--- src/inc/cwsd_pkg.sv ---
/*
 * constants and types of the shutdown and dead-band controller.
 * assumes nothing of its surroundings; the controller, the avalon slave and the bench refer here by scope.
 */
package cwsd_pkg;
    // ***********************************************************
    // register map, byte addresses on the avalon slave
    // ***********************************************************
    localparam logic [4:0] OFF_GEN = 5'h00; // generator_control
    localparam logic [4:0] OFF_OVR = 5'h04; // override_input_select
    localparam logic [4:0] OFF_SHD = 5'h08; // shutdown_control
    localparam logic [4:0] OFF_DBR = 5'h0C; // rising_deadband
    localparam logic [4:0] OFF_DBF = 5'h10; // falling_deadband
    localparam logic [4:0] OFF_IST = 5'h14; // interrupt status, write one to clear
    localparam logic [4:0] OFF_IMSK = 5'h18; // interrupt mask

    // ***********************************************************
    // field positions
    // ***********************************************************
    localparam int GEN_EN = 7;
    localparam int GEN_OE_B = 6;
    localparam int GEN_OE_A = 5;
    localparam int GEN_POL_B = 4;
    localparam int GEN_POL_A = 3;
    localparam int OVR_B_LSB = 6;
    localparam int OVR_A_LSB = 4;
    localparam int SHD_FLAG = 7;
    localparam int SHD_AUTO = 6;
    localparam int SHD_C2 = 3;
    localparam int SHD_C1 = 2;
    localparam int SHD_FLT = 1;
    localparam int IRQ_SHUT = 0;
    localparam int IRQ_RESUME = 1;
    localparam int DB_W = 6;

    // ***********************************************************
    // writable masks and reset values
    // ***********************************************************
    localparam logic [7:0] GEN_MASK = 8'hF9;
    localparam logic [7:0] OVR_MASK = 8'hF3;
    localparam logic [7:0] SHD_CFG_MASK = 8'h4E;
    localparam logic [7:0] IRQ_MASK = 8'h03;
    localparam logic [7:0] REG_RST = 8'h00;
    localparam logic [5:0] DB_RST = 6'h00;

    // override codes of a 2-bit shutdown level field
    localparam logic [1:0] OVR_HIGH = 2'b11;
    localparam logic [1:0] OVR_LOW = 2'b10;
    localparam logic [1:0] OVR_TRI = 2'b01;

    typedef enum logic [1:0] {CWSD_RUN = 2'b01, CWSD_SHUT = 2'b10} cwsd_shut_t;
    typedef enum logic [1:0] {CWSD_IDLE = 2'b01, CWSD_ACK = 2'b10} cwsd_bus_t;
endpackage

--- src/inc/cwsd_reg_if.sv ---
/*
 * register access carrier between the avalon slave and the controller core.
 * assumes the slave presents one write strobe per accepted write.
 */
`timescale 1ns/1ps
interface cwsd_reg_if;
    logic wr_en;
    logic [4:0] addr;
    logic [7:0] wdata;
    logic [7:0] rdata;
    modport slave (output wr_en, output addr, output wdata, input rdata);
    modport core (input wr_en, input addr, input wdata, output rdata);
endinterface

--- src/logic/cwsd_ctrl.sv ---
/*
 * auto-shutdown and dead-band controller of a complementary waveform generator.
 * assumes the input source, comparator outputs and fault pin are synchronous to
 * mclk, and that the pad logic resolves each output from its enable.
 */
`timescale 1ns/1ps
module cwsd_ctrl (
    input wire logic mclk, // module clock, 20 MHz
    input wire logic rst_b, // synchronous reset, low active
    input wire logic [4:0] avs_address, // avalon byte address
    input wire logic avs_read, // avalon read
    input wire logic avs_write, // avalon write
    input wire logic [31:0] avs_writedata, // avalon write data
    input wire logic [3:0] avs_byteenable, // avalon byte enables
    output logic [31:0] avs_readdata, // avalon read data
    output logic avs_waitrequest, // avalon wait request
    input wire logic wave_in, // selected generator input source
    input wire logic cmp1_out, // comparator 1 output
    input wire logic cmp2_out, // comparator 2 output
    input wire logic fault_input_pin_b, // fault pin, low means fault
    output logic output_a, // output a level
    output logic output_a_oe, // output a drive enable
    output logic output_b, // output b level
    output logic output_b_oe, // output b drive enable
    output logic irq // level interrupt
);
    cwsd_reg_if regs ();

    logic [7:0] gen_q, gen_d, ovr_q, ovr_d, shd_cfg_q, shd_cfg_d, imsk_q, imsk_d;
    logic [5:0] dbr_q, dbr_d, dbf_q, dbf_d;
    logic flag_q, flag_d, in_prev_q, in_prev_d;
    cwsd_pkg::cwsd_shut_t st_q, st_d;
    logic [7:0] ist_q, ist_d;
    logic irq_q, irq_d;
    logic a_q, a_d, a_oe_q, a_oe_d, b_q, b_d, b_oe_q, b_oe_d;
    logic src_act, in_rise, shd_wr, db_a_in, db_b_in, db_a_out, db_b_out;
    logic gen_en, auto_en;
    logic [1:0] pin_a, pin_b;
    logic [7:0] clr_mask, events;

    cwsd_avmm_slave u_slave (
        .mclk(mclk),
        .rst_b(rst_b),
        .avs_address(avs_address),
        .avs_read(avs_read),
        .avs_write(avs_write),
        .avs_writedata(avs_writedata),
        .avs_byteenable(avs_byteenable),
        .avs_readdata(avs_readdata),
        .avs_waitrequest(avs_waitrequest),
        .regs(regs)
    );

    // ***********************************************************
    // configuration registers
    // ***********************************************************
    assign shd_wr = regs.wr_en && regs.addr == cwsd_pkg::OFF_SHD;
    assign gen_en = gen_q[cwsd_pkg::GEN_EN];
    assign auto_en = shd_cfg_q[cwsd_pkg::SHD_AUTO];

    // unimplemented bits are masked off at write time so they read as zero
    always_comb begin
        gen_d = gen_q;
        ovr_d = ovr_q;
        shd_cfg_d = shd_cfg_q;
        dbr_d = dbr_q;
        dbf_d = dbf_q;
        imsk_d = imsk_q;
        if (regs.wr_en) begin
            if (regs.addr == cwsd_pkg::OFF_GEN) begin
                gen_d = regs.wdata & cwsd_pkg::GEN_MASK;
            end else if (regs.addr == cwsd_pkg::OFF_OVR) begin
                ovr_d = regs.wdata & cwsd_pkg::OVR_MASK;
            end else if (regs.addr == cwsd_pkg::OFF_SHD) begin
                shd_cfg_d = regs.wdata & cwsd_pkg::SHD_CFG_MASK;
            end else if (regs.addr == cwsd_pkg::OFF_DBR) begin
                dbr_d = regs.wdata[5:0];
            end else if (regs.addr == cwsd_pkg::OFF_DBF) begin
                dbf_d = regs.wdata[5:0];
            end else if (regs.addr == cwsd_pkg::OFF_IMSK) begin
                imsk_d = regs.wdata & cwsd_pkg::IRQ_MASK;
            end
        end
    end

    // one reset only, so the dead-band counts take a plain known value
    always_ff @(posedge mclk) begin
        if (!rst_b) begin
            gen_q <= cwsd_pkg::REG_RST;
            ovr_q <= cwsd_pkg::REG_RST;
            shd_cfg_q <= cwsd_pkg::REG_RST;
            dbr_q <= cwsd_pkg::DB_RST;
            dbf_q <= cwsd_pkg::DB_RST;
            imsk_q <= cwsd_pkg::REG_RST;
        end else begin
            gen_q <= gen_d;
            ovr_q <= ovr_d;
            shd_cfg_q <= shd_cfg_d;
            dbr_q <= dbr_d;
            dbf_q <= dbf_d;
            imsk_q <= imsk_d;
        end
    end

    // read mux; unmapped addresses answer zero
    always_comb begin
        regs.rdata = 8'h00;
        if (regs.addr == cwsd_pkg::OFF_GEN) begin
            regs.rdata = gen_q;
        end else if (regs.addr == cwsd_pkg::OFF_OVR) begin
            regs.rdata = ovr_q;
        end else if (regs.addr == cwsd_pkg::OFF_SHD) begin
            regs.rdata = shd_cfg_q | {flag_q, 7'h00};
        end else if (regs.addr == cwsd_pkg::OFF_DBR) begin
            regs.rdata = {2'b00, dbr_q};
        end else if (regs.addr == cwsd_pkg::OFF_DBF) begin
            regs.rdata = {2'b00, dbf_q};
        end else if (regs.addr == cwsd_pkg::OFF_IST) begin
            regs.rdata = ist_q;
        end else if (regs.addr == cwsd_pkg::OFF_IMSK) begin
            regs.rdata = imsk_q;
        end
    end

    // ***********************************************************
    // shutdown flag and override state
    // ***********************************************************
    // level sensitive: a source held active keeps setting the flag each cycle
    assign src_act = (shd_cfg_q[cwsd_pkg::SHD_C2] && cmp2_out)
        || (shd_cfg_q[cwsd_pkg::SHD_C1] && cmp1_out)
        || (shd_cfg_q[cwsd_pkg::SHD_FLT] && !fault_input_pin_b);
    assign in_rise = wave_in && !in_prev_q;

    // a source beats any clear, so a software clear with a source up is lost
    always_comb begin
        flag_d = flag_q;
        if (src_act) begin
            flag_d = 1'b1;
        end else if (shd_wr) begin
            flag_d = regs.wdata[cwsd_pkg::SHD_FLAG];
        end else if (auto_en) begin
            flag_d = 1'b0;
        end
        in_prev_d = wave_in;
        st_d = st_q;
        case (st_q)
            cwsd_pkg::CWSD_RUN: begin
                if (flag_q) begin
                    st_d = cwsd_pkg::CWSD_SHUT;
                end
            end
            cwsd_pkg::CWSD_SHUT: begin
                // overrides stay until the first rising input once the flag is gone
                if (!flag_q && in_rise) begin
                    st_d = cwsd_pkg::CWSD_RUN;
                end
            end
            default: st_d = cwsd_pkg::CWSD_SHUT;
        endcase
    end

    always_ff @(posedge mclk) begin
        if (!rst_b) begin
            flag_q <= 1'b0;
            in_prev_q <= 1'b0;
            st_q <= cwsd_pkg::CWSD_RUN;
        end else begin
            flag_q <= flag_d;
            in_prev_q <= in_prev_d;
            st_q <= st_d;
        end
    end

    // ***********************************************************
    // interrupt status and mask
    // ***********************************************************
    assign events = {6'h00, st_q == cwsd_pkg::CWSD_SHUT && st_d == cwsd_pkg::CWSD_RUN, flag_d && !flag_q};
    assign clr_mask = (regs.wr_en && regs.addr == cwsd_pkg::OFF_IST) ? regs.wdata & cwsd_pkg::IRQ_MASK : 8'h00;

    // a new event in the clearing cycle survives the clear
    always_comb begin
        ist_d = (ist_q & ~clr_mask) | events;
        irq_d = |(ist_d & imsk_d);
    end

    always_ff @(posedge mclk) begin
        if (!rst_b) begin
            ist_q <= cwsd_pkg::REG_RST;
            irq_q <= 1'b0;
        end else begin
            ist_q <= ist_d;
            irq_q <= irq_d;
        end
    end

    // ***********************************************************
    // dead band and output pins
    // ***********************************************************
    // in shutdown both active levels drop, which gives the inactive level for code 00
    assign db_a_in = gen_en && st_q == cwsd_pkg::CWSD_RUN && wave_in;
    assign db_b_in = gen_en && st_q == cwsd_pkg::CWSD_RUN && !wave_in;

    cwsd_deadband u_db_rise (
        .mclk(mclk),
        .rst_b(rst_b),
        .in_lvl(db_a_in),
        .count(dbr_q),
        .out_q(db_a_out)
    );

    cwsd_deadband u_db_fall (
        .mclk(mclk),
        .rst_b(rst_b),
        .in_lvl(db_b_in),
        .count(dbf_q),
        .out_q(db_b_out)
    );

    // returns {enable, level}; override levels ignore polarity
    function automatic logic [1:0] pin_sel(input logic [1:0] code, input logic lvl, input logic oe,
                                           input logic shut);
        logic [1:0] res;
        res = {oe, lvl};
        if (shut) begin
            if (code == cwsd_pkg::OVR_HIGH) begin
                res = {oe, 1'b1};
            end else if (code == cwsd_pkg::OVR_LOW) begin
                res = {oe, 1'b0};
            end else if (code == cwsd_pkg::OVR_TRI) begin
                res = 2'b00;
            end
        end
        return res;
    endfunction

    assign pin_a = pin_sel(ovr_q[cwsd_pkg::OVR_A_LSB +: 2], db_a_out ^ gen_q[cwsd_pkg::GEN_POL_A],
                           gen_q[cwsd_pkg::GEN_OE_A], st_q == cwsd_pkg::CWSD_SHUT);
    assign pin_b = pin_sel(ovr_q[cwsd_pkg::OVR_B_LSB +: 2], db_b_out ^ gen_q[cwsd_pkg::GEN_POL_B],
                           gen_q[cwsd_pkg::GEN_OE_B], st_q == cwsd_pkg::CWSD_SHUT);

    // a disabled generator releases both pins
    always_comb begin
        a_oe_d = gen_en && pin_a[1];
        a_d = gen_en && pin_a[0];
        b_oe_d = gen_en && pin_b[1];
        b_d = gen_en && pin_b[0];
    end

    always_ff @(posedge mclk) begin
        if (!rst_b) begin
            a_q <= 1'b0;
            a_oe_q <= 1'b0;
            b_q <= 1'b0;
            b_oe_q <= 1'b0;
        end else begin
            a_q <= a_d;
            a_oe_q <= a_oe_d;
            b_q <= b_d;
            b_oe_q <= b_oe_d;
        end
    end

    assign output_a = a_q;
    assign output_a_oe = a_oe_q;
    assign output_b = b_q;
    assign output_b_oe = b_oe_q;
    assign irq = irq_q;
endmodule

--- src/logic/cwsd_avmm_slave.sv ---
/*
 * avalon-mm slave with waitrequest: one wait cycle, then one answer cycle.
 * assumes the master holds its request until it sees waitrequest low.
 */
`timescale 1ns/1ps
module cwsd_avmm_slave (
    input wire logic mclk, // module clock
    input wire logic rst_b, // synchronous reset, low active
    input wire logic [4:0] avs_address, // byte address
    input wire logic avs_read, // read request
    input wire logic avs_write, // write request
    input wire logic [31:0] avs_writedata, // write data
    input wire logic [3:0] avs_byteenable, // only lane 0 carries data
    output logic [31:0] avs_readdata, // registered read data
    output logic avs_waitrequest, // high until the answer cycle
    cwsd_reg_if.slave regs // register carrier
);
    cwsd_pkg::cwsd_bus_t st_q, st_d;
    logic [31:0] rdata_q, rdata_d;
    logic wait_q, wait_d;

    // ***********************************************************
    // access sequencing
    // ***********************************************************
    // the request is taken in the cycle after it rises, so reads are registered
    always_comb begin
        st_d = cwsd_pkg::CWSD_IDLE;
        rdata_d = rdata_q;
        if (st_q == cwsd_pkg::CWSD_IDLE && (avs_read || avs_write)) begin
            st_d = cwsd_pkg::CWSD_ACK;
            rdata_d = avs_read ? {24'h000000, regs.rdata} : 32'h00000000;
        end
        wait_d = (st_d != cwsd_pkg::CWSD_ACK);
    end

    always_ff @(posedge mclk) begin
        if (!rst_b) begin
            st_q <= cwsd_pkg::CWSD_IDLE;
            rdata_q <= 32'h00000000;
            wait_q <= 1'b1;
        end else begin
            st_q <= st_d;
            rdata_q <= rdata_d;
            wait_q <= wait_d;
        end
    end

    // writes commit at the edge that ends the answer cycle
    assign regs.wr_en = (st_q == cwsd_pkg::CWSD_ACK) && avs_write && avs_byteenable[0];
    assign regs.addr = avs_address;
    assign regs.wdata = avs_writedata[7:0];
    assign avs_readdata = rdata_q;
    assign avs_waitrequest = wait_q;
endmodule

--- src/logic/cwsd_deadband.sv ---
/*
 * delays the rising edge of one active level by a programmed count of clocks;
 * the falling edge passes at once. assumes count is stable while counting.
 */
`timescale 1ns/1ps
module cwsd_deadband (
    input wire logic mclk, // module clock
    input wire logic rst_b, // synchronous reset, low active
    input wire logic in_lvl, // requested active level
    input wire logic [5:0] count, // dead band in clocks
    output logic out_q // delayed active level
);
    logic [5:0] cnt_q, cnt_d;
    logic out_d;

    // ***********************************************************
    // dead-band counter
    // ***********************************************************
    // count zero releases on the next edge, so no delay is inserted
    always_comb begin
        out_d = in_lvl && (out_q || cnt_q >= count);
        cnt_d = 6'h00;
        if (in_lvl && !out_q && cnt_q < count) begin
            cnt_d = cnt_q + 6'h01;
        end else if (in_lvl) begin
            cnt_d = cnt_q;
        end
    end

    always_ff @(posedge mclk) begin
        if (!rst_b) begin
            cnt_q <= 6'h00;
            out_q <= 1'b0;
        end else begin
            cnt_q <= cnt_d;
            out_q <= out_d;
        end
    end
endmodule

--- config.mk ---
export PLATFORM = sky130hd
export DESIGN_NAME = cwsd_ctrl
export DESIGN_NICKNAME = d
export VERILOG_FILES = /design/src/inc/cwsd_pkg.sv /design/src/inc/cwsd_reg_if.sv /design/src/logic/cwsd_ctrl.sv /design/src/logic/cwsd_avmm_slave.sv /design/src/logic/cwsd_deadband.sv
export SDC_FILE = /design/constraint.sdc
export NUM_CORES = 1
export LEC_CHECK = 0
export ABC_AREA = 1
export BUFFER_PORTS_ARGS = -buffer_cell sky130_fd_sc_hd__buf_4
export CAP_MARGIN = 25
export CORE_MARGIN = 2
export CORE_UTILIZATION = 30
export CTS_BUF_LIST = sky130_fd_sc_hd__clkbuf_4 sky130_fd_sc_hd__clkbuf_8
export DETAILED_ROUTE_END_ITERATION = 6
export PLACE_DENSITY = 0.51
export SYNTH_ARGS = -nofsm -noshare
export SYNTH_HDL_FRONTEND = slang
export SYNTH_SLANG_ARGS = --single-unit
--- constraint.sdc ---
create_clock -name mclk -period 1.78 [get_ports mclk]
set_input_delay 0 -clock mclk [delete_from_list [all_inputs] [get_ports mclk]]
set_output_delay 0 -clock mclk [all_outputs]
set_load 0.02 [all_outputs]
==> flow_summary.json, run 1 <==
{
  "status": "finished clean",
  "initial_standard_cell_utilization_of_the_core": 0.305,
  "fin_hold_ws_ns": 0.0646,
  "worst_hold_path.num_cells": 5,
  "grtUsageTotal": 0.143,
  "path_max_fanout": 8,
  "dp_slack_ns": 0.00845,
  "clock_insertion_delay_worst_skew_ns": 0.35,
  "power_density_mw_per_mm2": 763,
  "fin_worst_skew_ns": 0.0122,
  "tritoncts_num_sinks": 65,
  "drv_cap": 0,
  "grt_util_met2": 0.230,
  "floorplan.die_area_mm2": 0.0124,
  "layout-area-overhead-vs-synth_pct": 21.2,
  "proportion_of_register_bits_with_asynchronous_set_or_reset_after_synthesis": 0,
  "gpl.final_weighted_congestion": 0.820,
  "cts.path.max_buffers": 2,
  "placedCellCount": 658,
  "grt_first_pass_wirelength_um": 14400,
  "arrival_ns": 1.85,
  "timing.rr.end": "u_db_rise.cnt_q[2]",
  "hpwl_um": 6620,
  "cpLargestDelayFamily": "simple AND/OR/NAND/NOR gates",
  "io-pin-count": 87,
  "final_number_of_hold_violating_endpoints": 0,
  "worst_path_most_repeated_cell": "sky130_fd_sc_hd__nand2_1",
  "layer_with_the_highest_usage": "met2",
  "post-route-min-period_ns": 1.61,
  "die_x_um": 112,
  "worst_path_max_delay_cell": "sky130_fd_sc_hd__ha_1",
  "post_synth.cell_area_avg_um2": 7.23,
  "violation_count_after_the_first_detailed_route_iteration": 168,
  "placed_area_mm2": 0.00383,
  "post_route_cells_drive_above_1_share": 0.184,
  "synth_cell_type_count": 38,
  "met3_track_demand_over_resource": 0.0185,
  "setup.worst_path.end_class": "register",
  "vias_in_the_first_global_route": 2931,
  "antennaDiodeCount": 0,
  "cts_made_buffers": 9,
  "drc_errors": 0,
  "clk_pin_slew_worst_setup_hold_paths_ns": 0.08,
  "sequential_cell_area_mm2": 0.00130,
  "timing_worst_setup_path_type": "reg -> reg",
  "worstReg2RegStart": "dbr_q[5]",
  "power_mw": 3.21,
  "drt-wirelength-per-cell_um": 12.5,
  "buffer_ports.inserted": 35,
  "postSynthCellCount": 480,
  "number_of_antenna_violations_at_the_first_check_in_global_routing": 0,
  "chipHeight_um": 112,
  "worst_r2r_path_depth": 10,
  "setup_tns_ns": 0,
  "largest_net_degree_at_the_start_of_global_routing": 35,
  "hold_end": "u_slave.avs_readdata[1]",
  "path_cells": "inv_1 > ha_1 > nand2_1 > nand2_1 > nor3b_2 > nand2_2 > nor2_2 > nand2_1 > nand2_1 > nor2_1",
  "critical_path.n_buffers_inverters": 1,
  "setup_violations": 0,
  "maximum_resistive_drop_on_vdd_uv": 306,
  "setup_slack_ns": 0.170,
  "design.core.area_mm2": 0.0114,
  "p_leak_nw": 1.79,
  "min-delay-start": "avs_address[2]",
  "total_area_of_multi_input_combinational_cells_mm2": 0.00181,
  "finish.utilization": 0.370,
  "fin_crit_sh": 0.905,
  "number_of_enable_type_register_cells_in_the_synthesized_netlist": 0,
  "synth_flop_cell": "sky130_fd_sc_hd__dfxtp_1",
  "tritoncts_clock_tree": "done",
  "route.final.wire_length_um": 8610,
  "max_slew_violation_count": 0,
  "critical_path_required_ns": 2.02,
  "vias_per_cell": 4.50,
  "global_route_met1_usage": 0.197,
  "finish.cell_count_without_fillers": 687,
  "fillers": 1202,
  "via_count": 3092,
  "yosys_register_bits": 65,
  "cts-htree-levels": 3,
  "yosys_warnings": 0,
  "synth_seq_area_share": 0.375,
  "nNetsFinal": 604,
  "fmax_ghz": 0.621,
  "clock_tree.root_cell": "sky130_fd_sc_hd__clkbuf_8",
  "slowest_delay_ns": 0.32,
  "placementRows": 39,
  "grt_overflow": 0,
  "min-delay-path-class": "in -> reg",
  "synthesis.area_mm2": 0.00347,
  "fin_area_mm2": 0.00421,
  "timing.critical_path.from_type": "register",
  "r2r_setup_slack_ns": 0.17,
  "final_antenna_net_count": 0,
  "firstDrtPassIters": 4
}
==> timing repair <==
| item | 4_1_cts | 5_1_grt |
|---|---|---|
| hold buffers | 12 | 0 |
| setup buffers | 0 | 1 |
| hold endpoints to repair | 29 | 0 |
| gates resized for setup | 0 | 8 |
| endpoints found under the setup margin | 0 | 12 |
==> layout by cell type (no fill, tap or decap), drive strengths merged <==
master / netlist / layout
nor3b: 1 / 1
bufinv: 0 / 2
ha: 16 / 16
nand2: 93 / 93
o21ai: 50 / 50
o22ai: 3 / 3
a31oi: 3 / 3
dlygate4sd3: 0 / 12
clkbuf: 4 / 9
o31ai: 1 / 1
conb: 1 / 24
clkinvlp: 0 / 4
a311oi: 1 / 1
nor2: 76 / 76
nor3: 3 / 3
o221ai: 2 / 2
a21oi: 34 / 34
inv: 64 / 64
nand4: 5 / 5
xor2: 1 / 1
and2: 1 / 1
nand3b: 3 / 3
dfxtp: 65 / 65
o2111ai: 2 / 2
buf: 28 / 45
nand3: 23 / 23
clkinv: 0 / 1
==> sequential cells by signal, summed over array words and instances (netlist names), 4 cells and up <==
register and count:
u_slave.avs_readdata 8, dbf_q 6, dbr_q 6, gen_q 6
ovr_q 6, u_db_fall.cnt_q 6, u_db_rise.cnt_q 6, shd_cfg_q 4
==> final cells by class <==
type / count / area share
Inverter: 64 / 0.0577
Clock inverter: 7 / 0.0226
Tap cell: 143 / 0.0425
Sequential cell: 65 / 0.309
Multi-Input combinational cell: 342 / 0.429
Clock buffer: 9 / 0.0295
Timing Repair Buffer: 57 / 0.109
==> power breakdown <==
| group | switching [mW] | internal [mW] | total [mW] |
|---|---|---|---|
| logic | 0.218 | 0.110 | 0.329 |
| registers | 0.0127 | 1.47 | 1.49 |
| clock network | 0.610 | 0.785 | 1.40 |
==> worst reg2reg max path: stages (launching register included) <==
cell	delay, ns
sky130_fd_sc_hd__dfxtp_1	0.31
sky130_fd_sc_hd__inv_1	0.06
sky130_fd_sc_hd__ha_1	0.32
sky130_fd_sc_hd__nand2_1	0.08
sky130_fd_sc_hd__nand2_1	0.06
sky130_fd_sc_hd__nor3b_2	0.23
sky130_fd_sc_hd__nand2_2	0.17
sky130_fd_sc_hd__nor2_2	0.14
sky130_fd_sc_hd__nand2_1	0.06
sky130_fd_sc_hd__nand2_1	0.06
sky130_fd_sc_hd__nor2_1	0.04
==> synthesized netlist by cell type (4+ instances only) <==
cell                       number  area (µm²)
sky130_fd_sc_hd__inv_2          7        26.3
sky130_fd_sc_hd__ha_1          16         200
sky130_fd_sc_hd__inv_1         56         210
sky130_fd_sc_hd__dfxtp_1       65        1300
sky130_fd_sc_hd__o21ai_0       39         195
sky130_fd_sc_hd__clkbuf_1       4        15.0
sky130_fd_sc_hd__o21ai_1        9        45.0
sky130_fd_sc_hd__nor2_1        66         248
sky130_fd_sc_hd__buf_4         25         188
sky130_fd_sc_hd__nand3_1       20         100
sky130_fd_sc_hd__nand4_1        5        31.3
sky130_fd_sc_hd__a21oi_1       32         160
sky130_fd_sc_hd__nand2_2        4        25.0
sky130_fd_sc_hd__nor2_4         7        78.8
sky130_fd_sc_hd__nand2_1       88         330
==> metal layers <==
metal | share of wire | up-vias
met5 | 0 | -
met4 | 0.010 | 0
met3 | 0.039 | 6
met2 | 0.45 | 58
met1 | 0.50 | 1408
li1 | - | 1620
==> logic make-up (layout without fill, tap and decap cells) <==
kind of cell             Yosys count  after routing  share of synthesized area
flip-flops                        65             65                      0.375
adder cells (fa/ha/maj)           16             16                     0.0577
AO/OA/AOI/OAI                     96             96                      0.151
XOR/XNOR                           1              1                    0.00253
buffers and inverters             96            137                      0.136
other                              1             24                    0.00108
AND/OR/NAND/NOR                  205            205                      0.276
==> how the worst max path moves through the flow <==
| stage | slack, ns | cells past startpoint | start | endpoint |
|---|---|---|---|---|
| global placement | 0.07 | 10 | dbr_q[5] | u_db_rise.cnt_q[5] |
| detailed placement | 0.008 | 9 | dbr_q[5] | u_db_rise.cnt_q[1] |
| CTS | 0.004 | 9 | dbr_q[5] | u_db_rise.cnt_q[1] |
| floorplan | 0.23 | 10 | dbr_q[5] | u_db_rise.cnt_q[2] |
| global route | -0.0006 | 10 | dbr_q[5] | u_db_rise.cnt_q[2] |
| finish | 0.17 | 10 | dbr_q[5] | u_db_rise.cnt_q[2] |
Note: power is estimated with default switching activity, not from simulation.
==> run 2: changes to the inputs <==
Settings changed: REMOVE_ABC_BUFFERS set to 1.
==> run 2 against run 1 <==
Register-to-register slack got worse by 0.04 ns. Worst setup slack got worse by 0.045 ns. Sequential share of layout area rose by 0.38 points. Combinational power rose by 2%. Sequential power barely moved. Routed wire length rose by 1.6%. Total power fell by 6.7%. Utilization fell by 0.45 points. Via count fell by 0.23%. Clock power fell by 16%. Critical endpoint is now u_db_rise.cnt_q[1].
==> flow_summary.json, run 2 (same netlist as run 1, synthesis figures left out) <==
{
  "setup_repair_after_global_routing_missed_its_margin": "no",
  "vias_per_cell": 4.50,
  "drc_errors": 0,
  "min-delay-start": "cmp1_out",
  "largest_net_degree_at_the_start_of_global_routing": 36,
  "number_of_antenna_violations_at_the_first_check_in_global_routing": 0,
  "swShare": 0.299,
  "most-common-layout-cells": "87 x sky130_fd_sc_hd__nand2_1, 65 x sky130_fd_sc_hd__dfxtp_1, 62 x sky130_fd_sc_hd__nor2_1, 56 x sky130_fd_sc_hd__inv_1, 45 x sky130_fd_sc_hd__buf_4",
  "nNetsFinal": 603,
  "clock_insertion_delay_worst_skew_ns": 0.36,
  "layout-area-overhead-vs-synth_pct": 19.8,
  "chipHeight_um": 112,
  "critical_path_required_ns": 2.07,
  "vias_in_the_first_global_route": 2935,
  "final_number_of_hold_violating_endpoints": 0,
  "firstDrtPassIters": 4,
  "setup.worst_path.end_class": "register",
  "slowest_delay_ns": 0.32,
  "route.final.wire_length_um": 8750,
  "via_count": 3085,
  "gpl.final_weighted_congestion": 0.856,
  "violation_count_after_the_first_detailed_route_iteration": 117,
  "arrival_ns": 1.94,
  "hpwl_um": 6680,
  "post_route_cells_drive_above_1_share": 0.182,
  "grt_first_pass_wirelength_um": 14500,
  "floorplan.die_area_mm2": 0.0124,
  "fin_crit_sh": 0.930,
  "fmax_ghz": 0.604,
  "fillers": 1208,
  "worstReg2RegStart": "dbr_q[4]",
  "setup_violations": 0,
  "clock_tree.root_cell": "sky130_fd_sc_hd__clkbuf_8",
  "die_x_um": 112,
  "cts-htree-levels": 3,
  "p_int_mw": 2.10,
  "grtUsageTotal": 0.146,
  "final_common_cell": "sky130_fd_sc_hd__nand2_1",
  "drt-wirelength-per-cell_um": 12.8,
  "combinationalPowerShare": 0.112,
  "status": "finished clean",
  "min-delay-path-class": "in -> reg",
  "power_density_mw_per_mm2": 720,
  "largest_register_ffs": 8,
  "path_max_fanout": 7,
  "power.share.clock": 0.392,
  "total_area_of_multi_input_combinational_cells_mm2": 0.00180,
  "max_slew_violation_count": 0,
  "setup_tns_ns": 0,
  "timing.critical_path.from_type": "register",
  "fin_hold_ws_ns": 0.0197,
  "worst_path_max_delay_cell": "sky130_fd_sc_hd__dfxtp_1",
  "timing_worst_setup_path_type": "reg -> reg",
  "buffer_ports.inserted": 35,
  "grt_overflow": 0,
  "net-switching-power_mw": 0.894,
  "final_antenna_net_count": 0,
  "cts.path.max_buffers": 2,
  "tritoncts_clock_tree": "done",
  "p_leak_nw": 1.77,
  "fin_worst_skew_ns": 0.0118,
  "placementRows": 39,
  "sequential_cell_area_mm2": 0.00130,
  "design.core.area_mm2": 0.0114,
  "antennaDiodeCount": 0,
  "tritoncts_num_sinks": 65,
  "setup.worst_path.start": "dbr_q[4]",
  "drv_cap": 0,
  "cts_made_buffers": 9,
  "seq_power_share": 0.497,
  "initial_standard_cell_utilization_of_the_core": 0.305,
  "clk_pin_slew_worst_setup_hold_paths_ns": 0.08,
  "maximum_resistive_drop_on_vdd_uv": 258,
  "path_cells": "inv_1 > ha_1 > nand2_1 > nor2_1 > o21ai_0 > nand2_2 > buf_4 > nand3_1 > a21oi_1",
  "post-route-min-period_ns": 1.66,
  "io-pin-count": 87
}
[run 2: changes by cell type in the layout (fill, tap and decap cells not counted), sizes merged]
cell         delta
clkinv          +1
dlygate4sd3     -1
bufinv          -2
inv             +1
[run 2: path summary, 6_finish.rpt]
check	to	slack [ns]	cells after the start
setup / recovery	u_db_rise.cnt_q[1]	0.12	9
hold / removal	flag_q	0.02	5
setup reg to reg	u_db_rise.cnt_q[1]	0.12	9
hold reg to reg	u_slave.avs_readdata[1]	0.45	2
[run 2: through the flow]
step	worst slack (ns)	instance area (µm²)	instances	total power, mW	util
detailed placement	0.0680	3840	659	1.83	0.338
global placement	0.0759	3840	659	1.83	0.338
global route	0.000494	4150	686	3.14	0.365
finish	0.125	4150	686	2.99	0.365
floorplan	0.228	3320	471	1.70	-
CTS	0.0512	4130	686	3.02	0.363
[run 2: power groups by stage]
stage          registers [mW]  logic, mW  clock network, mW
3_5_place_dp             1.52      0.315                  0
4_1_cts                  1.49      0.335               1.20
5_1_grt                  1.49      0.370               1.28
2_1_floorplan            1.52      0.177                  0
3_3_place_gp             1.52      0.309                  0
6_report                 1.49      0.334               1.17
[run 2: layout make-up]
| type | count | share of cell area |
|---|---|---|
| Tap cell | 143 | 0.0431 |
| Multi-Input combinational cell | 342 | 0.434 |
| Timing Repair Buffer | 56 | 0.108 |
| Inverter | 64 | 0.0584 |
| Clock buffer | 9 | 0.0298 |
| Sequential cell | 65 | 0.313 |
| Clock inverter | 7 | 0.0136 |
[run 2: metal layers]
metal  share of wire  wire (µm)  track usage
met5               0          0            0
met4           0.016        140       0.0519
met3           0.028        242       0.0261
met2            0.45       3940        0.235
met1            0.51       4420        0.199
[run 2: critical path, delay by kind of cell, from the launching register on]
| family | cells | cell delay (ns) |
|---|---|---|
| buffers and inverters | 2 | 0.20 |
| and+or+nand+nor | 4 | 0.47 |
| DFF | 1 | 0.32 |
| adders and majority gates | 1 | 0.31 |
| AOI/OAI and AO/OA | 2 | 0.30 |
[run 2: repair_timing]
item / 4_1_cts / 5_1_grt
resized for setup: 0 / 7
hold buffers: 11 / 0
setup buffers: 0 / 0
endpoints found under the hold margin: 29 / 0
endpoints found under the setup margin: 0 / 13
